[config.mk]
export PLATFORM = sky130hd
export DESIGN_NAME = asp_serial_port
export DESIGN_NICKNAME = d
export VERILOG_FILES = /design/src/core/asp_pkg.sv /design/src/core/asp_serial_port.sv
export VERILOG_INCLUDE_DIRS = /design/src /design/src/core
export SDC_FILE = /design/constraint.sdc
export NUM_CORES = 1
export LEC_CHECK = 0
export ABC_CLOCK_PERIOD_IN_PS = 16300
export BUFFER_PORTS_ARGS = -buffer_cell sky130_fd_sc_hd__buf_2
export CAP_MARGIN = 10
export CORE_MARGIN = 4
export CORE_UTILIZATION = 45
export CTS_CLUSTER_DIAMETER = 80
export DETAILED_ROUTE_END_ITERATION = 12
export GPL_TIMING_DRIVEN = 0
export PLACE_DENSITY_LB_ADDON = 0.2
export RECOVER_POWER = 25
export SKIP_CTS_REPAIR_TIMING = 1
export SLEW_MARGIN = 20
export SYNTH_ARGS = -nofsm -noshare
export SYNTH_HDL_FRONTEND = slang
export SYNTH_SLANG_ARGS = --single-unit
[constraint.sdc]
create_clock -name core_clk -period 16.3 [get_ports core_clk]
set_input_delay 1.63 -clock core_clk [delete_from_list [all_inputs] [get_ports core_clk]]
set_output_delay 1.63 -clock core_clk [all_outputs]
set_load 0.01 [all_outputs]
[src/core/asp_params.svh]
`ifndef ASP_PARAMS_SVH
`define ASP_PARAMS_SVH

// Word layout.
`define ASP_WORD_BITS      24
`define ASP_WORD_MSB       23
`define ASP_BIPOLAR_ZERO   24'h00_0000

// Frame structure.
`define ASP_MASTER_BPF_MSB 5
`define ASP_HALF_LAST      6'h1F
`define ASP_FRAME_LAST     6'h3F
`define ASP_BPF_48         7'h30
`define ASP_BPF_CNT_ONE    7'h01

// Core cycles per frame (system clock ratio), per bit clock half period, and per bit at 48 bits a frame.
`define ASP_RATIO_256      11'h100
`define ASP_RATIO_384      11'h180
`define ASP_RATIO_512      11'h200
`define ASP_MID_256_384    11'h140
`define ASP_MID_384_512    11'h1C0
`define ASP_HALF_DIV_256   3'h2
`define ASP_HALF_DIV_384   3'h3
`define ASP_HALF_DIV_512   3'h4
`define ASP_DIV_ONE        3'h1
`define ASP_SPB_48         11'h008

// Drift limits in bit clocks.
`define ASP_LOSS_BCK_64    11'h006
`define ASP_LOSS_BCK_48    11'h005
`define ASP_KEEP_BCK_64    11'h005
`define ASP_KEEP_BCK_48    11'h004

// A frame longer than this is a stalled frame clock.
`define ASP_STALL_CYCLES   11'h258
`define ASP_PERIOD_ONE     11'h001

// Sample period counts.
`define ASP_WAIT_LAST      6'h1F
`define ASP_FADE_LAST      6'h2F
`define ASP_FADE_FULL      6'h30
`define ASP_FADE_DIV       32'sh0000_0030

`endif

[src/core/asp_pkg.sv]
package asp_pkg;

    typedef enum logic [3:0] {
        ASP_MUTED = 4'b0001,
        ASP_WAIT  = 4'b0010,
        ASP_FADE  = 4'b0100,
        ASP_RUN   = 4'b1000
    } asp_state_type;

endpackage : asp_pkg

[src/core/asp_serial_port.sv]
// Functional notes
// RL1: Left-justified: 24-bit word, MSB first.
// RL2: Clocks are inputs in slave, outputs in master.
// RL3: Slave samples frame clock on bit rises.
// RL4: Data updates after each bit clock fall.
// RL5: Frame clock transition also launches a bit.
// RL6: Master frame clock changes only on falls.
// RL7: Partner keeps frame clock locked to system.
// RL8: Large drift stops output within one frame.
// RL9: Zero code output until lock returns.
// RL10: Small drift causes no disturbance at all.
// RL11: Valid output only after 32 frames.
// RL12: Fade in over 48 frames to full.
// RL13: Lock loss aborts fade, zero at once.
// RL14: Fade restarts from mute after 32 frames.
// RL15: Left in frame-high half, zero padding.
// RL16: Master makes 64 bit clocks per frame.
// RL17: Partner gives 64, or 48 at 384x.
// RL18: Mode pins choose slave or master ratio.
// RL19: Format low selects I2S, one-bit delay.
`include "asp_params.svh"

module asp_serial_port
    import asp_pkg::*;
(
    input  wire logic        core_clk,
    input  wire logic        reset,
    input  wire logic        bitClockIn,
    input  wire logic        frameClockIn,
    input  wire logic        formatSelect,
    input  wire logic        modeSelHi,
    input  wire logic        modeSelLo,
    input  wire logic [23:0] leftSample,
    input  wire logic [23:0] rightSample,
    output logic             bitClockOut,
    output logic             bitClockOe,
    output logic             frameClockOut,
    output logic             frameClockOe,
    output logic             serialData,
    output logic             sampleTaken,
    output logic             lockValid
);

    ////////////////////////////////////////////////////////////////////////////
    function automatic logic [23:0] aspScale(input logic [23:0] s, input logic [5:0] g);
        logic signed [31:0] p;
        p = $signed({{8{s[23]}}, s}) * $signed({26'h000_0000, g});
        p = p / `ASP_FADE_DIV;
        return p[23:0];
    endfunction : aspScale

    function automatic logic [10:0] aspLimit(input logic [10:0] nom, input logic b48,
                                             input logic loss);
        logic [10:0] spb;
        logic [10:0] k;
        logic [21:0] prod;
        spb  = b48 ? `ASP_SPB_48 : {6'h00, nom[10:6]};
        k    = loss ? (b48 ? `ASP_LOSS_BCK_48 : `ASP_LOSS_BCK_64)
                    : (b48 ? `ASP_KEEP_BCK_48 : `ASP_KEEP_BCK_64);
        prod = spb * k;
        return prod[10:0];
    endfunction : aspLimit

    ////////////////////////////////////////////////////////////////////////////
    // Pin synchronisers.
    logic [4:0] pinMeta_r;
    logic [4:0] pinSync_r;
    logic       bckDly_r;
    logic       frameDly_r;

    always_ff @(posedge core_clk) begin
        if (reset) begin
            pinMeta_r <= 5'h00;
            pinSync_r <= 5'h00;
        end else begin
            pinMeta_r <= {bitClockIn, frameClockIn, formatSelect, modeSelHi, modeSelLo};
            pinSync_r <= pinMeta_r;
        end
    end

    logic fmtLj;
    logic master;
    assign fmtLj  = pinSync_r[2];
    assign master = pinSync_r[1] | pinSync_r[0]; // RL18

    logic [2:0] halfDiv;
    always_comb begin
        unique case ({pinSync_r[1], pinSync_r[0]}) // RL18
            2'b01:   halfDiv = `ASP_HALF_DIV_512;
            2'b10:   halfDiv = `ASP_HALF_DIV_384;
            default: halfDiv = `ASP_HALF_DIV_256;
        endcase
    end

    logic [10:0] masterRatio;
    assign masterRatio = (halfDiv == `ASP_HALF_DIV_512) ? `ASP_RATIO_512 :
                         (halfDiv == `ASP_HALF_DIV_384) ? `ASP_RATIO_384 : `ASP_RATIO_256;

    ////////////////////////////////////////////////////////////////////////////
    // Master clock generation from the core clock.
    logic [2:0] divCnt_r;
    logic [5:0] masterBit_r;
    logic       bitClockOut_r;
    logic       frameClockOut_r;

    always_ff @(posedge core_clk) begin
        if (reset || !master) begin
            divCnt_r        <= 3'h0;
            masterBit_r     <= 6'h00;
            bitClockOut_r   <= 1'b0;
            frameClockOut_r <= 1'b0;
        end else if (divCnt_r == halfDiv - `ASP_DIV_ONE) begin
            divCnt_r      <= 3'h0;
            bitClockOut_r <= !bitClockOut_r;
            if (bitClockOut_r) begin
                masterBit_r <= masterBit_r + 6'h01; // RL16
                if (masterBit_r == `ASP_HALF_LAST || masterBit_r == `ASP_FRAME_LAST) begin
                    frameClockOut_r <= !frameClockOut_r; // RL6
                end
            end
        end else begin
            divCnt_r <= divCnt_r + 3'h1;
        end
    end

    assign bitClockOut   = bitClockOut_r;
    assign frameClockOut = frameClockOut_r;
    assign bitClockOe    = master; // RL2
    assign frameClockOe  = master; // RL2

    ////////////////////////////////////////////////////////////////////////////
    // Edge detection on whichever party owns the clocks.
    logic bckLvl;
    logic frameLvl;
    logic bckRise;
    logic bckFall;
    logic frameEdge;
    assign bckLvl    = master ? bitClockOut_r : pinSync_r[4];
    assign frameLvl  = master ? frameClockOut_r : pinSync_r[3];
    assign bckRise   = bckLvl && !bckDly_r;
    assign bckFall   = !bckLvl && bckDly_r;
    assign frameEdge = frameLvl != frameDly_r;

    always_ff @(posedge core_clk) begin
        if (reset) begin
            bckDly_r   <= 1'b0;
            frameDly_r <= 1'b0;
        end else begin
            bckDly_r   <= bckLvl;
            frameDly_r <= frameLvl;
        end
    end

    ////////////////////////////////////////////////////////////////////////////
    // Frame period measurement against the system (core) clock.
    logic        frameSampled_r;
    logic [10:0] periodCnt_r;
    logic [6:0]  bitCnt_r;
    logic        frameTick;
    logic        stall;
    assign frameTick = bckRise && frameLvl && !frameSampled_r;
    assign stall     = periodCnt_r > `ASP_STALL_CYCLES;

    always_ff @(posedge core_clk) begin
        if (reset) begin
            frameSampled_r <= 1'b0;
            periodCnt_r    <= `ASP_PERIOD_ONE;
            bitCnt_r       <= 7'h00;
        end else begin
            if (bckRise) begin
                frameSampled_r <= frameLvl; // RL3
            end
            if (frameTick) begin
                periodCnt_r <= `ASP_PERIOD_ONE;
                bitCnt_r    <= `ASP_BPF_CNT_ONE;
            end else begin
                if (!stall) begin
                    periodCnt_r <= periodCnt_r + `ASP_PERIOD_ONE;
                end
                if (bckRise && bitCnt_r != 7'h7F) begin
                    bitCnt_r <= bitCnt_r + 7'h01;
                end
            end
        end
    end

    // The slave ratio is taken as the nearest legal one to what was measured.
    logic [10:0] nominal;
    logic [10:0] deviation;
    logic [10:0] lossLimit;
    logic [10:0] keepLimit;
    logic        driftLoss;
    logic        driftKeep;
    logic        b48Now;
    assign b48Now    = !master && (bitCnt_r == `ASP_BPF_48);
    assign nominal   = master ? masterRatio :
                       (periodCnt_r < `ASP_MID_256_384) ? `ASP_RATIO_256 :
                       (periodCnt_r < `ASP_MID_384_512) ? `ASP_RATIO_384 : `ASP_RATIO_512;
    assign deviation = (periodCnt_r > nominal) ? periodCnt_r - nominal
                                               : nominal - periodCnt_r;
    assign lossLimit = aspLimit(nominal, b48Now, 1'b1);
    assign keepLimit = aspLimit(nominal, b48Now, 1'b0);
    assign driftLoss = stall || (frameTick && deviation > lossLimit); // RL8
    assign driftKeep = frameTick && deviation < keepLimit; // RL10

    ////////////////////////////////////////////////////////////////////////////
    // Lock, wait and fade sequencing.
    asp_state_type state_r;
    logic [5:0]    waitCnt_r;
    logic [5:0]    fadeCnt_r;

    always_ff @(posedge core_clk) begin
        if (reset) begin
            state_r   <= ASP_MUTED;
            waitCnt_r <= 6'h00;
            fadeCnt_r <= 6'h00;
        end else if (driftLoss) begin
            state_r   <= ASP_MUTED; // RL8 RL13
            waitCnt_r <= 6'h00;
            fadeCnt_r <= 6'h00;
        end else begin
            unique case (state_r)
                ASP_MUTED: if (driftKeep) begin
                    state_r   <= ASP_WAIT; // RL9
                    waitCnt_r <= 6'h00;
                end
                ASP_WAIT: if (frameTick) begin
                    if (waitCnt_r == `ASP_WAIT_LAST) begin
                        state_r   <= ASP_FADE; // RL11 RL14
                        fadeCnt_r <= 6'h00;
                    end else begin
                        waitCnt_r <= waitCnt_r + 6'h01;
                    end
                end
                ASP_FADE: if (frameTick) begin
                    if (fadeCnt_r == `ASP_FADE_LAST) begin
                        state_r <= ASP_RUN; // RL12
                    end
                    fadeCnt_r <= fadeCnt_r + 6'h01;
                end
                ASP_RUN: ;
            endcase
        end
    end

    logic muted;
    assign muted     = state_r == ASP_MUTED;
    assign lockValid = state_r != ASP_MUTED;

    ////////////////////////////////////////////////////////////////////////////
    // Serial word output.
    logic        isLeft;
    logic [5:0]  gain;
    logic [23:0] wordNow;
    logic [23:0] rightHold_r;
    logic [23:0] shift_r;
    logic        serialOut_r;
    logic        armed_r;
    logic        sampleTaken_r;

    assign isLeft  = fmtLj ? frameLvl : !frameLvl; // RL15 RL19
    assign gain    = (state_r == ASP_RUN) ? `ASP_FADE_FULL : fadeCnt_r;
    assign wordNow = muted ? `ASP_BIPOLAR_ZERO
                           : aspScale(isLeft ? leftSample : rightHold_r, gain); // RL9 RL12

    // A fall before the first rise after a frame edge belongs to the old half and
    // is ignored, so skew between the two pins cannot drop the MSB.
    always_ff @(posedge core_clk) begin
        if (reset) begin
            shift_r       <= 24'h00_0000;
            serialOut_r   <= 1'b0;
            armed_r       <= 1'b0;
            rightHold_r   <= 24'h00_0000;
            sampleTaken_r <= 1'b0;
        end else begin
            sampleTaken_r <= frameEdge && isLeft;
            if (bckRise) begin
                armed_r <= 1'b1;
            end
            if (muted) begin
                shift_r     <= 24'h00_0000; // RL13
                serialOut_r <= 1'b0; // RL9
            end else if (frameEdge) begin
                armed_r <= 1'b0;
                if (isLeft) begin
                    rightHold_r <= rightSample;
                end
                if (fmtLj) begin
                    serialOut_r <= wordNow[`ASP_WORD_MSB]; // RL1 RL5
                    shift_r     <= {wordNow[`ASP_WORD_MSB-1:0], 1'b0};
                end else begin
                    serialOut_r <= 1'b0; // RL19
                    shift_r     <= wordNow;
                end
            end else if (bckFall && armed_r) begin
                serialOut_r <= shift_r[`ASP_WORD_MSB]; // RL4 RL15
                shift_r     <= {shift_r[`ASP_WORD_MSB-1:0], 1'b0};
            end
        end
    end

    assign serialData  = serialOut_r;
    assign sampleTaken = sampleTaken_r;

    ////////////////////////////////////////////////////////////////////////////
    // Checks.
    logic [6:0] fallsSeen_r;
    logic       frameSeen_r;
    always_ff @(posedge core_clk) begin
        if (reset || !master) begin
            fallsSeen_r <= 7'h00;
            frameSeen_r <= 1'b0;
        end else if (frameClockOut_r && !frameDly_r) begin
            // The frame rise coincides with a bit clock fall, so that fall counts here.
            fallsSeen_r <= 7'h01;
            frameSeen_r <= 1'b1;
        end else if (bckFall) begin
            fallsSeen_r <= fallsSeen_r + 7'h01;
        end
    end
endmodule : asp_serial_port

# Yosys cells after proc, flatten, opt, wreduce, memory -nomap -nowiden
# Cells that the tools add are included.
# op_classes
addsub,9
bitwise,2
eq_ne,23
n_mul,3
n_div,1
n_mux,40
order_cmp,6
n_reduce_logical,35
# op_table
operator,n
24-bit two-way mux,4
6-bit two-way mux,7
10-bit two-way mux,4
"32-bit by 7-bit divider with 32-bit output, second input constant",1
24-bit by 7-bit multiplier with 31-bit output,1
4-bit two-way mux,6
6-bit one-hot mux with 2 select lines,2
"11-bit by 9-bit < comparator with 1-bit output, second input constant",2
"6-bit by 1-bit adder with 6-bit output, second input constant",3
"6-bit by 5-bit equality test with 1-bit output, second input constant",2
"6-bit equality test, second input constant",2
1-bit two-way mux,12
"2-bit != test, second input constant",6
4-bit one-hot mux with 3 select lines,1
"11-bit by 1-bit adder with 11-bit output, second input constant",1
11-bit by 10-bit greater-than comparator with 1-bit output,1
"11-bit by 10-bit greater-than comparator with 1-bit output, second input constant",1
11-bit greater-than comparator,1
11-bit by 7-bit < comparator with 1-bit output,1
11-bit by 3-bit multiplier with 11-bit output,1
11-bit two-way mux,1
10-bit by 11-bit subtractor with 11-bit output,1
11-bit by 10-bit subtractor with 11-bit output,1
1-bit logical AND,10
31 further kinds,47
# word_totals
output_inout_bits,7
regBits,109
elab_cells,139
inputBits,55

# Depth between registers and ports, before layout
# logic_depth
ltp_word,12
depth_mapped,59
ltp_nobuf,50

# Least setup slack after synthesis
# No wires, ideal clock.
# synth_path
kind,reg-to-reg
startpoint,register pinSync_r[0]
endpoint,register shift_r[23]
setup_time_ps,122
synth_period_minus_slack_ps,13023
arrival_time_ps,12901
required_time_ps,16178
path_slack_ps,3277
path_buffers,9
stages_incl_launch_ff,55
cell_sequence,dfxtp_1 > inv_1 > ha_1 > buf_2 > mux2i_4 > xnor2_4 > clkbuf_1 > mux2i_1 > nor2_1 > fa_1 > inv_1 > fa_1 > inv_1 > fa_1 > fa_1 > ha_1 > buf_2 > o211ai_1 > [19 not listed] > buf_6 > o221ai_1 > o2bb2a_4 > buf_6 > a21oi_1 > a211o_1 > a2bb2o_2 > or2_1 > o32ai_2 > buf_2 > a311oi_1 > a21oi_1 > ha_1 > nor3b_2 > buf_4 > nand2_1 > mux2i_1 > o311a_1
# synth_via
elab_chain_len,9
elab_cells_between_ends,15
cone_classes,1 x mul; 1 x div; 1 x eq/ne; 6 x mux; 1 x bitwise; 5 x reduce/logical
# synth_lines
element,line_no,rtl
"start, declared",asp_serial_port.sv:67,logic [4:0] pinSync_r;
"start signal, assigned",asp_serial_port.sv:77,pinSync_r <= pinMeta_r;
1-bit OR (*),asp_serial_port.sv:84,assign master = pinSync_r[1] | pinSync_r[0];
1-bit two-way mux,asp_serial_port.sv:139,assign frameLvl = master ? frameClockOut_r : pinSync_r[3];
1-bit logical NOT,asp_serial_port.sv:261,assign isLeft = fmtLj ? frameLvl : !frameLvl;
1-bit two-way mux,asp_serial_port.sv:261,
24-bit two-way mux,asp_serial_port.sv:264,": aspScale(isLeft ? leftSample : rightHold_r, gain);"
24-bit by 7-bit multiplier with 31-bit output,asp_serial_port.sv:47,"p = $signed({{8{s[23]}}, s}) * $signed({26'h000_0000, g});"
32-bit by 7-bit divider with 32-bit output (no source line),--,
24-bit two-way mux,asp_serial_port.sv:288,if (fmtLj) begin
24-bit two-way mux,asp_serial_port.sv:283,end else if (frameEdge) begin
"end signal, assigned",asp_serial_port.sv:290,"shift_r <= {wordNow[`ASP_WORD_MSB-1:0], 1'b0};"
"end signal, assigned",asp_serial_port.sv:293,shift_r <= wordNow;
"end signal, assigned",asp_serial_port.sv:297,"shift_r <= {shift_r[`ASP_WORD_MSB-1:0], 1'b0};"
"end, declared",asp_serial_port.sv:256,logic [23:0] shift_r;
# Every way passes the cells marked *; elsewhere a longest branch is shown, timed or not.
# A chain may end at the register's enable or synchronous reset.

# Final worst setup path
# Ends and elaborated chain as after synthesis.

==> impl_results.md <==
* Final WS setup at about 840 ps
* Commonest cells in the netlist: 308 x nor2_1, 243 x nand2_1, 163 x a21oi_1
* Syn Inst Count at 2189
* Port bufs at 60
* Dpl hpwl at between 30000 and 40000 um
* Slowest Stage Delay on Critical Path at between 600 and 700 ps
* Peak VDD IR at just under 0.07 mV
* Leak pwr at ~7.5 nW
* Clk_skew at 6.61 ps
* Area growth, synth to finish at 7.19%
* Clock sink total at 108
* CTS H-tree lvls at 3
* Most instantiated library cell after synthesis: nor2_1
* Minimum clock period at between 15000 and 20000 ps
* WL per Instance at between 15 and 20 um
* Initial DRC Count at between 1000 and 1500
* Core Rows at 69
* Synth warnings at 0
* Total gr overflow at 0
* Die Wd at ~200 um
* Mapped Avg Cell Area at approximately 7.5 um2
* Worst path required time at between 15000 and 20000 ps
* R2R Setup Slk at around 840 ps
* DR pass1 iterations at 5
* Critical path's slowest cell: mux2i_1
* Share of synthesized registers carrying an async set or reset at 0%
* CTS tree: built
* Startpoint Class: flip-flop
* Maxcap violations at 0
* Max_slew headroom at ~34%
* Worst endpoint data arrival time at around 16000 ps
* Share of cells above drive strength 1 at approximately 9%
* Root Driver: clkbuf_16
* Syn nets at 2449
* Via Count at between 15000 and 20000
* Max-slew violations at 0
* Largest net degree at the start of global routing at 18
* Ys flop type: dfxtp_1
* IO Pins at 62
* Crit-path max FO at 10
* Total Routing Usage GR at 22.9%
* Routed WL at ~46000 um
* RSZ-0062 raised after global routing: false
* # DRC at 0
* Vias in the first global route at approximately 16000
* Final setup viols at 0
* Antenna diodes at 0
* Nets at between 2000 and 3000
* Die ar. at between 30000 and 40000 um2
* Worst skew pair latency at roughly 360 ps
* Yosys reg bits at about 110
* ANT nets after route at 0
* Clock-pin slew on the worst setup and hold paths at about 70 ps
* Hold Path Class: reg -> reg
* Post-Syn Area at 16400 um2
* Most frequent CP cell: fa_1
* Actual slew at the worst max-slew pin at 976 ps
* Share of the synthesized area in the top cell type at approximately an eighth
* Post-synthesis sequential area ratio at between 10% and 20%
* Post-synth cell types at ~120
* Synth area leader: dfxtp_1
* Gpl congestion at a little over 0.9
* Drt via density at between 5 and 6
* Tcrit/Tclk final at between 90 and 100%
* Core area at 35700 um2
* Height of the die at around 200 um
* Clock buffer depth at 2
* Crit Path Class: reg -> reg
* EDFF count, synth at 0
* Starting Density at between 40% and 50%
* Worst Setup End Kind: flip-flop
* Initial antenna violation count at 0
* First-pass GRT wire length at ~76000 um
* Fin. Hold Viols at 0
* Fmax at 0.0647 GHz
* Setup slack after placement at 670 ps
* Num CTS Buffers at 9
* P per Cell Area at 36.4 nW/um2
* Synth top area cells: dfxtp_1 13%, fa_1 12%, ha_1 7.9%
* Setup TNS at 0 ps
* Status: complete, no violations
==> stage by stage <==
| step | utilization (%) | hold WS [ps] | total power [mW] | area [um2] | cells |
|---|---|---|---|---|---|
| 2_1_floorplan | - | 414 | 0.391 | 16400 | 2189 |
| 5_1_grt | 49.2 | 465 | 0.677 | 17600 | 2726 |
| 6_report | 49.2 | 447 | 0.639 | 17600 | 2726 |
| 4_1_cts | 49.1 | 449 | 0.648 | 17600 | 2726 |
| 3_3_place_gp | 48.3 | 418 | 0.434 | 17300 | 2710 |
| 3_5_place_dp | 48.4 | 432 | 0.440 | 17300 | 2711 |
==> critical path, delay by kind of cell, from the launching register on <==
kind | cells | cell delay, ps
AOI/OAI and AO/OA | 19 | 5540
xor gates and xnor gates | 1 | 470
adders and majority gates | 7 | 2960
buffers and inverters | 10 | 1860
DFF | 1 | 360
muxes | 4 | 1530
and+or+nand+nor | 11 | 2600
==> cell usage in the layout (no fill, tap or decap), types with 15 or more instances in the layout <==
master / netlist / routed
fa_1: 102 / 102
nand3_1: 63 / 63
nor2_1: 308 / 307
ha_1: 103 / 103
xnor2_1: 70 / 70
inv_1: 108 / 108
a211oi_1: 15 / 15
nor2b_1: 18 / 18
o31ai_1: 15 / 15
mux2i_1: 52 / 51
clkbuf_1: 80 / 83
or2_2: 21 / 21
o211ai_1: 22 / 22
and3_1: 25 / 25
and2_1: 26 / 25
buf_2: 19 / 76
a21o_1: 29 / 29
xor2_1: 42 / 42
nand4_1: 28 / 28
o21a_1: 19 / 19
nor4_1: 22 / 21
a31oi_1: 37 / 37
nand2b_1: 25 / 25
o21ai_1: 18 / 18
nor3_1: 53 / 52
dfxtp_1: 108 / 108
a21oi_1: 163 / 162
nand2_1: 243 / 243
or3_1: 17 / 17
o21ai_0: 84 / 84
==> layout make-up <==
| type | count | area [um2] |
|---|---|---|
| fillers | 3661 | 18200 |
| multi-input cells | 1860 | 13400 |
| flip-flops and latches | 108 | 2160 |
| well taps | 461 | 577 |
| plain buffers | 113 | 503 |
| inverters | 108 | 405 |
| repair buffers | 61 | 300 |
| clock buffers | 10 | 229 |
| clock inverters | 5 | 35.0 |
==> registers in the layout, summed over array words and instances, names as in the netlist, 3 cells and up <==
register and cells:
rightHold_r 24, shift_r 24, periodCnt_r 11, bitCnt_r 7
fadeCnt_r 6, waitCnt_r 6, masterBit_r 5, pinMeta_r 5
pinSync_r 5, state_r 4, divCnt_r 3
==> path summary, 6_finish.rpt <==
kind	start	endpoint	cells after the start
worst max-delay path	pinSync_r[0]$_SDFF_PP0_	shift_r[23]$_SDFFE_PP0P_	52
worst min-delay path	pinMeta_r[1]$_SDFF_PP0_	pinSync_r[1]$_SDFF_PP0_	1
worst max register to register	pinSync_r[0]$_SDFF_PP0_	shift_r[23]$_SDFFE_PP0P_	52
worst min register to register	pinMeta_r[1]$_SDFF_PP0_	pinSync_r[1]$_SDFF_PP0_	1
==> cells by family after synthesis <==
family,share of synthesized area (%)
and+or+nand+nor,26.6
adders and majority gates,20.4
muxes,4.17
AOI/OAI and AO/OA,23.9
other,0.0458
DFF,13.2
buffers and inverters,5.52
xor gates and xnor gates,6.15
==> per-layer routing <==
metal  part of all wire, %  vias to the layer above  GRT usage [%]
li1                      -                     7931              -
met4                   3.3                        0           8.38
met3                   4.9                       70           2.85
met2                    45                      488           37.0
met1                    46                     7779           31.5
met5                     0                        -              0
==> where the power goes <==
group          total [mW]  switching [mW]  internal [mW]  leakage (nW)
Combinational       0.156          0.0991         0.0567          6.51
Clock               0.204           0.101          0.103         0.129
Sequential          0.279         0.00518          0.274         0.875
Total               0.639           0.205          0.434          7.52
Power figures use the tool's default switching activity.
